==> src/dsfd_defines.svh <==
// timing counts and reset values for the dual-switch fault diagnosis block
// assumes a 125 MHz system clock; all counts are derived from microseconds
`ifndef DSFD_DEFINES_SVH
`define DSFD_DEFINES_SVH

`define DSFD_CLK_MHZ 125
// fault filtering time, nominal figure in microseconds
`define DSFD_T_FAULT_US 100
`define DSFD_FAULT_CYC (`DSFD_T_FAULT_US * `DSFD_CLK_MHZ)
// switch-off delay at the second current limit, per slew rate, microseconds
`define DSFD_T_OFF_SR1_US 50
`define DSFD_T_OFF_SR2_US 150
`define DSFD_T_OFF_MIN_US 10
`define DSFD_OFF_SR1_CYC (`DSFD_T_OFF_SR1_US * `DSFD_CLK_MHZ)
`define DSFD_OFF_SR2_CYC (`DSFD_T_OFF_SR2_US * `DSFD_CLK_MHZ)
`define DSFD_CNT_W 16
// diagnosis codes, msb then lsb
`define DSFD_CODE_NORMAL 2'h3
`define DSFD_CODE_SG_OFF 2'h0
`define DSFD_CODE_LOAD 2'h1
`define DSFD_CODE_PROT 2'h2

`endif

==> src/dsfd_pkg.sv <==
// types for the dual-switch fault diagnosis block
// assumes dsfd_defines.svh supplies the counter width
`include "dsfd_defines.svh"

package dsfd_pkg;

  // raw analog comparator conditions for one channel
  typedef struct packed {
    logic short_ground;  // output below short-to-ground threshold
    logic open_load;     // off-state open load
    logic under_current; // on-state under current
    logic limit1;        // current at first limit
    logic limit2;        // current beyond second limit
    logic overtemp;      // channel overtemperature
  } dsfd_cond_t;

  // latched flags of one channel
  typedef struct packed {
    logic current_limit_flag;
    logic overtemp_flag;
    logic protective_diag_flag;
    logic open_load_flag;
    logic under_current_flag;
    logic short_ground_flag;
  } dsfd_flags_t;

  // per-channel live state
  typedef struct packed {
    logic [2:0] in_sync;          // control input synchroniser
    logic [`DSFD_CNT_W-1:0] fcnt; // fault filter counter
    logic [`DSFD_CNT_W-1:0] ocnt; // switch-off delay counter
    logic fault;                  // filtered fault recognised
    logic lim2_off;               // overload latch-off
    logic ot_latch;               // overtemperature shutdown latch
    logic in_prev;                // previous filtered input
    logic in_f;                   // filtered input
    dsfd_flags_t flags;           // latched diagnosis
    logic [1:0] code;             // diagnosis bits
    logic status;                 // status pin
    logic out_on;                 // power output gate
  } dsfd_ch_t;

  typedef struct packed {
    dsfd_ch_t [1:0] ch;
    logic [2:0] cs_sync;          // chip-select synchroniser
    logic cs_prev;
    logic fault_n;                // shared fault pin
    logic sense_en;               // sense source active
    logic [1:0] sense_mux;        // channel weights into sense source
    logic [2:0] sleep_sync;
  } dsfd_state_t;

endpackage

==> src/dsfd_diag.sv <==
// fault filtering, latched diagnosis and sense selection for two channels
// assumes raw conditions and control inputs come asynchronously from pins
// and analog comparators; serial frame decoding lives outside this block.
// Contract
// - per channel, current-limit and overtemp flags merge into protective flag
// - per channel keep open-load, under-current and short-to-ground flags
// - short, load and first-limit faults count only after fault filtering time
// - status pin follows control input while no fault is recognised
// - recognised short or load fault makes status pin show the inverted control input
// - status indication is not latched; returns to following the input
// - recognised conditions latch into diagnosis flags until cleared
// - rising chip-select after a good transfer clears latched flags
// - overload at first limit keeps output on, status and fault low, code HL
// - overload past second limit beyond delay latches output off, code HL
// - short events are ignored; short ground LL or LH; load faults LH
// - autorestart overtemp: output off unfiltered, flag set, code HL
// - latching overtemp holds output off until input falling edge
// - sense source active for the selected channel only when enabled
// - sense source may follow the sum of both channels
// - latching overtemp flag clears on chip-select only once channel is off
// - in status-pin mode overtemp flag clears when condition goes
`timescale 1ns/100ps
`include "dsfd_defines.svh"

module dsfd_diag #(
  parameter logic [`DSFD_CNT_W-1:0] FAULT_CYC =
    `DSFD_CNT_W'(`DSFD_FAULT_CYC),
  parameter logic [`DSFD_CNT_W-1:0] OFF_SR1_CYC =
    `DSFD_CNT_W'(`DSFD_OFF_SR1_CYC),
  parameter logic [`DSFD_CNT_W-1:0] OFF_SR2_CYC =
    `DSFD_CNT_W'(`DSFD_OFF_SR2_CYC)
) (
  input wire logic clk_sys,              // 125 MHz system clock
  input wire logic arst_n,               // async reset, active low
  input wire logic [1:0] ctrl_in,        // channel control inputs, pins
  input wire dsfd_pkg::dsfd_cond_t [1:0] cond, // raw fault conditions
  input wire logic sleep,                // sleep mode request, pin
  input wire logic cs_n,                 // chip select, pin, active low
  input wire logic xfer_ok,              // current frame was well formed
  input wire logic [1:0] spi_off,        // serial turn-off per channel
  input wire logic [1:0] ot_latch_mode,  // 1: latching overtemp shutdown
  input wire logic [1:0] slew_sel,       // 1: slew rate 2 per channel
  input wire logic status_diag_mode,     // 1: diagnosis via status pins
  input wire logic sense_on,             // sense enable from serial
  input wire logic sense_ch,             // selected sense channel
  input wire logic sense_sum,            // sense the sum of both channels
  output logic [1:0] out_on,             // power output gate per channel
  output logic [1:0] channel_status_pin, // status pin per channel
  output logic fault_n,                  // shared fault pin, active low
  output dsfd_pkg::dsfd_flags_t [1:0] flags, // latched diagnosis flags
  output logic [3:0] diag_code,          // codes, ch1 in upper pair
  output logic sense_current_source,     // sense source active
  output logic [1:0] sense_mux           // channels summed into source
);

  dsfd_pkg::dsfd_state_t st;
  dsfd_pkg::dsfd_state_t next_st;
  // raw conditions pass three flops like other pins; three sync stages here
  dsfd_pkg::dsfd_cond_t [1:0] c_s1;
  dsfd_pkg::dsfd_cond_t [1:0] c_s2;
  dsfd_pkg::dsfd_cond_t [1:0] c_s3;

  // condition synchroniser; only stage two and three are compared
  always_ff @(posedge clk_sys or negedge arst_n) begin
    if (!arst_n) begin
      c_s1 <= '0;
      c_s2 <= '0;
      c_s3 <= '0;
    end else begin
      c_s1 <= cond;
      c_s2 <= c_s1;
      c_s3 <= c_s2;
    end
  end

  // sync stages two and three must agree before a level counts
  function automatic logic agree(input logic a, input logic b,
                                 input logic old);
    agree = (a == b) ? a : old;
  endfunction

  always_comb begin
    logic cs_f;
    logic sleep_f;
    logic cs_rise;
    cs_f = 1'b1;
    sleep_f = 1'b0;
    cs_rise = 1'b0;
    next_st = st;
    next_st.cs_sync = {st.cs_sync[1:0], cs_n};
    next_st.sleep_sync = {st.sleep_sync[1:0], sleep};
    cs_f = agree(st.cs_sync[1], st.cs_sync[2], st.cs_prev);
    sleep_f = (st.sleep_sync[1] == st.sleep_sync[2]) ? st.sleep_sync[2]
              : 1'b0;
    next_st.cs_prev = cs_f;
    cs_rise = cs_f & ~st.cs_prev & xfer_ok;
    for (int n = 0; n < 2; n++) begin
      logic cin;
      logic sg;
      logic ol;
      logic uc;
      logic l1;
      logic l2;
      logic ot;
      logic cond_any;
      logic [`DSFD_CNT_W-1:0] off_lim;
      cin = 1'b0;
      sg = agree(c_s2[n].short_ground, c_s3[n].short_ground, 1'b0);
      ol = agree(c_s2[n].open_load, c_s3[n].open_load, 1'b0);
      uc = agree(c_s2[n].under_current, c_s3[n].under_current, 1'b0);
      l1 = agree(c_s2[n].limit1, c_s3[n].limit1, 1'b0);
      l2 = agree(c_s2[n].limit2, c_s3[n].limit2, 1'b0);
      ot = agree(c_s2[n].overtemp, c_s3[n].overtemp, 1'b0);
      next_st.ch[n].in_sync = {st.ch[n].in_sync[1:0], ctrl_in[n]};
      cin = agree(st.ch[n].in_sync[1], st.ch[n].in_sync[2], st.ch[n].in_f);
      next_st.ch[n].in_f = cin;
      next_st.ch[n].in_prev = cin;
      cond_any = sg | ol | uc | l1;
      // filter restarts whenever the condition drops
      if (!cond_any) begin
        next_st.ch[n].fcnt = '0;
        next_st.ch[n].fault = 1'b0;
      end else if (st.ch[n].fcnt >= FAULT_CYC - 1'b1) begin
        next_st.ch[n].fault = 1'b1;
      end else begin
        next_st.ch[n].fcnt = st.ch[n].fcnt + 1'b1;
      end
      // second limit: switch-off delay depends on slew rate
      off_lim = slew_sel[n] ? OFF_SR2_CYC : OFF_SR1_CYC;
      if (!l2) begin
        next_st.ch[n].ocnt = '0;
      end else if (st.ch[n].ocnt >= off_lim - 1'b1) begin
        next_st.ch[n].lim2_off = 1'b1;
      end else begin
        next_st.ch[n].ocnt = st.ch[n].ocnt + 1'b1;
      end
      // overtemp shutdown latch clears on input falling edge only
      if (ot && ot_latch_mode[n]) begin
        next_st.ch[n].ot_latch = 1'b1;
      end else if (st.ch[n].in_prev && !cin) begin
        next_st.ch[n].ot_latch = 1'b0;
      end
      // overload latch-off also released by turning the channel off
      if (st.ch[n].in_prev && !cin && !l2) begin
        next_st.ch[n].lim2_off = 1'b0;
      end
      // output gate: first limit keeps it on overtemp unfiltered
      next_st.ch[n].out_on = cin & ~spi_off[n] & ~ot & ~st.ch[n].ot_latch
                             & ~st.ch[n].lim2_off & ~sleep_f;
      // latched flags; a set in the clearing cycle wins
      if (cs_rise) begin
        next_st.ch[n].flags.current_limit_flag = 1'b0;
        next_st.ch[n].flags.open_load_flag = 1'b0;
        next_st.ch[n].flags.under_current_flag = 1'b0;
        next_st.ch[n].flags.short_ground_flag = 1'b0;
        // latching mode keeps overtemp flag until channel is off
        if (!ot_latch_mode[n] || !cin || spi_off[n]) begin
          next_st.ch[n].flags.overtemp_flag = 1'b0;
        end
      end
      if (status_diag_mode && !ot) begin
        next_st.ch[n].flags.overtemp_flag = 1'b0;
      end
      if (st.ch[n].fault) begin
        if (sg) next_st.ch[n].flags.short_ground_flag = 1'b1;
        if (ol) next_st.ch[n].flags.open_load_flag = 1'b1;
        if (uc) next_st.ch[n].flags.under_current_flag = 1'b1;
        if (l1) next_st.ch[n].flags.current_limit_flag = 1'b1;
      end
      if (st.ch[n].lim2_off) begin
        next_st.ch[n].flags.current_limit_flag = 1'b1;
      end
      if (ot) begin
        next_st.ch[n].flags.overtemp_flag = 1'b1;
      end
      // protective flag merges limit and temperature
      next_st.ch[n].flags.protective_diag_flag =
        next_st.ch[n].flags.current_limit_flag |
        next_st.ch[n].flags.overtemp_flag;
      // diagnosis code, protection outranks load faults
      if (next_st.ch[n].flags.protective_diag_flag) begin
        next_st.ch[n].code = `DSFD_CODE_PROT;
      end else if (next_st.ch[n].flags.short_ground_flag) begin
        next_st.ch[n].code = cin ? `DSFD_CODE_LOAD : `DSFD_CODE_SG_OFF;
      end else if (next_st.ch[n].flags.open_load_flag |
                   next_st.ch[n].flags.under_current_flag) begin
        next_st.ch[n].code = `DSFD_CODE_LOAD;
      end else begin
        next_st.ch[n].code = `DSFD_CODE_NORMAL;
      end
      // status pin: protective events always low, else follow or invert
      if (sleep_f) begin
        next_st.ch[n].status = 1'b0;
      end else if (ot || st.ch[n].ot_latch || st.ch[n].lim2_off ||
                   (st.ch[n].fault && l1)) begin
        next_st.ch[n].status = 1'b0;
      end else if (st.ch[n].fault) begin
        next_st.ch[n].status = ~cin;
      end else begin
        next_st.ch[n].status = cin;
      end
    end
    // fault pin low while any latched flag stands, released in sleep
    next_st.fault_n = sleep_f |
      ~(|{next_st.ch[0].flags, next_st.ch[1].flags});
    // sense source: one channel or the sum of both
    next_st.sense_en = sense_on & ~sleep_f;
    if (!sense_on) begin
      next_st.sense_mux = 2'h0;
    end else if (sense_sum) begin
      next_st.sense_mux = 2'h3;
    end else begin
      next_st.sense_mux = sense_ch ? 2'h2 : 2'h1;
    end
  end

  // cs and sleep synchronisers reset to idle levels
  always_ff @(posedge clk_sys or negedge arst_n) begin
    if (!arst_n) begin
      st <= '0;
      st.cs_sync <= 3'h7;
      st.cs_prev <= 1'b1;
      st.fault_n <= 1'b1;
      st.ch[0].code <= `DSFD_CODE_NORMAL;
      st.ch[1].code <= `DSFD_CODE_NORMAL;
    end else begin
      st <= next_st;
    end
  end

  // outputs straight from the state flops
  assign out_on = {st.ch[1].out_on, st.ch[0].out_on};
  assign channel_status_pin = {st.ch[1].status, st.ch[0].status};
  assign fault_n = st.fault_n;
  assign flags = {st.ch[1].flags, st.ch[0].flags};
  assign diag_code = {st.ch[1].code, st.ch[0].code};
  assign sense_current_source = st.sense_en;
  assign sense_mux = st.sense_mux;

endmodule

==> config.mk <==
export PLATFORM = sky130hd
export DESIGN_NAME = dsfd_diag
export DESIGN_NICKNAME = d
export VERILOG_FILES = /design/src/dsfd_pkg.sv /design/src/dsfd_diag.sv
export VERILOG_INCLUDE_DIRS = /design/src
export SDC_FILE = /design/constraint.sdc
export NUM_CORES = 1
export LEC_CHECK = 0
export BUFFER_PORTS_ARGS = -buffer_cell sky130_fd_sc_hd__buf_2
export CAP_MARGIN = 20
export CORE_UTILIZATION = 60
export CTS_CLUSTER_SIZE = 8
export DETAILED_ROUTE_END_ITERATION = 10
export GPL_TIMING_DRIVEN = 1
export HOLD_SLACK_MARGIN = 0.12
export MAX_ROUTING_LAYER = met4
export PLACE_DENSITY = 0.85
export SYNTH_ARGS = -nofsm -noshare
export SYNTH_HDL_FRONTEND = slang
export SYNTH_SLANG_ARGS = --single-unit
==> constraint.sdc <==
create_clock -name clk_sys -period 4 [get_ports clk_sys]
set_input_delay 0.2 -clock clk_sys [delete_from_list [all_inputs] [get_ports clk_sys]]
set_output_delay 0.2 -clock clk_sys [all_outputs]
set_load 0.005 [all_outputs]
==> run_results.csv <==
group,metric,value,unit
sta,fin_skew,7.79,ps
sta,fin_crit_sh,66.0,%
place,io_buffer_count,52,
global_routing,grt_max_degree,96,
detailed_routing,viasPerCell,5.99,
clocking,clockBufferDepth,2,
clocking,tritoncts,"yes",
floorplanning,dieWidth,106,um
sta,setup_viol,0,
setup_path,critical_path_required,4450,ps
worst_hold_path,worst_hold_path_type,"in2async",
sta,tightest_slew,1040,ps
global_routing,grt_pass1_wl,23.2,mm
power_and_ir_drop,peakVddDrop,386,uV
final_layout,drive_gt1_share,15.2,%
setup_path,cp_top_family,"compound AO/OA/AOI/OAI gates",
flow_run,drv_cap,0,
detailed_routing,first_iter_violations,344,
synthesis,syn_nets,665,
detailed_routing,first_pass_iters,5,
detailed_routing,drc_errors,0,
setup_path,cp-end-kind,"flop",
place,post-place-ws,1490,ps
clocking,cts_num_sinks,145,
floorplanning,placeableCoreArea,0.0105,mm2
synthesis,synth_flop_cell,"dfrtp_1",
sta,finalWorstPathRequiredPeriod,2640,ps
sta,tns,0,ps
final_layout,register_area,0.00364,mm2
final_layout,multiInputGateArea,0.00259,mm2
setup_path,worstPathCellList,"ha_1 > a311o_1 > nor4_1 > o21ai_0 > buf_4 > a21boi_0 > mux2i_1",
sta,slew_headroom,30.4,%
clocking,post_cts_buffers,0,
synthesis,synth_edf_count,0,
clocking,numCtsBuffers,17,
power_and_ir_drop,p_leak,3.52,nW
global_routing,grt_usage,27.5,%
setup_path,cp_max_fo,8,
setup_path,max_stage_delay,510,ps
sta,hold_violations,0,
sta,maxSlewViolCount,0,
clocking,htreeDepth,4,
place,dpl.hpwl,8.92,mm
synthesis,synth_area,0.00654,mm2
floorplanning,rows,37,
detailed_routing,ant_nets,0,
setup_path,timing_worst_setup_path_type,"reg2reg",
synthesis,synth_common_cells,"dfrtp_1, nand2_1, nor2_1",
outcome,outcome,"finished, final reports clean",
floorplanning,floorplan.initialDensity,62.5,%
setup_path,arrival,3090,ps
floorplanning,ioPinCount,53,
synthesis,async_flop_share,100,%
synthesis,synth-seq-area-share,55.6,%
setup_path,cp_num_buf_inv,1,
final_layout,nets,725,
sta,setup_ws,1360,ps
synthesis,synth-seq-cells,145,
detailed_routing,wl_per_cell,16.7,um
setup_path,cp-startpoint,"st[32]",
sta,rsz0062_at_grt,"false",
synthesis,synth_top_area_share,52.0,%
synthesis,yosys-top-cells-area,"dfrtp_1, ha_1, nand2_1, dfstp_2, a21oi_1",
detailed_routing,vias,4944,
global_routing,grt_pass1_vias,4921,
sta,fmax,379,MHz
synthesis,syn-mean-instance-area,10.6,um2
detailed_routing,drt-total-wl,13.8,mm
power_and_ir_drop,finalPower,0.00346,W
synthesis,yosysUniqueCellTypes,51,
floorplanning,die_h,106,um
setup_path,timing.rr.start,"st[32]",
synthesis,synth_cells,616,
clocking,clock_latency,540,ps
setup_path,start_kind,"flop",
final_layout,n_antenna_cell,0,
global_routing,gr-total-overflow,0,
final_layout,num-fill-cells,716,
global_routing,antenna_found_initial,0,
synthesis,synth_top_area_cell,"dfrtp_1",
clocking,clkTransAtPathRegs,60,ps
floorplanning,die_area,0.0113,mm2
place,gp_congestion,0.898,
synthesis,yosysMostFrequentCell,"dfrtp_1",
power_and_ir_drop,power_density,453,mW/mm2
setup_path,cp_slowest_cell,"a21boi_0",
clocking,root_buffer,"clkbuf_8",
final_layout,area_delta_synth_final,16.5,%
synthesis,yosys_warnings,0,
==> stage by stage <==
step,area [um2],hold WS (ps),instances,util (%)
floorplan,6540,-95.6,616,-
global placement,6770,306,766,64.7
detailed placement,6770,309,766,64.7
CTS,7620,283,825,72.9
global route,7620,292,825,72.9
finish,7620,293,825,72.9
==> layer usage <==
layer	GRT usage (%)	share of wire, %	wire (um)
met5	-	0	0
met4	12.1	2.0	275
met3	5.95	4.2	585
met2	42.9	50	6850
met1	34.7	44	6070
==> state kept, by name, indices dropped and copies added (netlist names) <==
signal,count
st,77
c_s1,12
c_s2,12
c_s3,12
flags,12
next_st,8
diag_code,4
channel_status_pin,2
out_on,2
sense_mux,2
fault_n,1
sense_current_source,1
==> worst paths after layout <==
path                                endpoint  slack [ps]  depth (start not counted)
worst max-delay path                  st[27]        1360                          7
max in group asynchronous       diag_code[3]        2740                          3
worst max register to register        st[27]        1360                          7
worst min-delay path                  st[76]         290                          2
min in group clk_sys                 c_s1[5]         300                          2
worst min register to register       c_s2[1]         350                          0
==> where the power goes <==
group | leakage [nW] | total (W) | internal, W | switching [W]
combinational | 1.39 | 0.000269 | 0.000115 | 0.000154
clock | 0.279 | 0.00156 | 0.000944 | 0.000616
sequential | 1.85 | 0.00163 | 0.00156 | 0.0000693
total | 3.52 | 0.00346 | 0.00262 | 0.000839
==> layout by cell type (no fill, tap or decap), types with 15 or more instances in the layout <==
master	n
o21ai_0	30
nand2_1	64
a21oi_1	35
inv_1	20
nand3_1	25
buf_2	51
nand2b_1	15
clkbuf_16	16
dlygate4sd3_1	27
dfrtp_1	136
nand4_1	18
ha_1	20
nor2_1	46
==> cell families (layout without fill, tap and decap cells) <==
kind of cell	count (synthesis)	in the layout	synth area share, %
AND/OR/NAND/NOR	237	237	18.4
adder cells (fa/ha/maj)	23	23	4.28
multiplexers	15	15	2.33
XOR/XNOR	18	18	2.41
flip-flops	145	145	55.6
buffers and inverters	61	134	4.76
AO/OA/AOI/OAI	117	117	12.2
==> repair_timing <==
| item | CTS | global route |
|---|---|---|
| hold buffers | 27 | 0 |
| gates resized for setup | 0 | 0 |
| endpoints found under the hold margin | 111 | 0 |
==> layout make-up <==
| cell class | count | share of cell area (%) |
|---|---|---|
| Clock buffer | 22 | 6.07 |
| Inverter | 20 | 0.985 |
| Clock inverter | 10 | 1.61 |
| Sequential cell | 145 | 47.8 |
| Multi-Input combinational cell | 410 | 34.0 |
| Tap cell | 136 | 2.23 |
| Timing Repair Buffer | 82 | 7.34 |
Note: power is estimated with default switching activity, not from simulation.
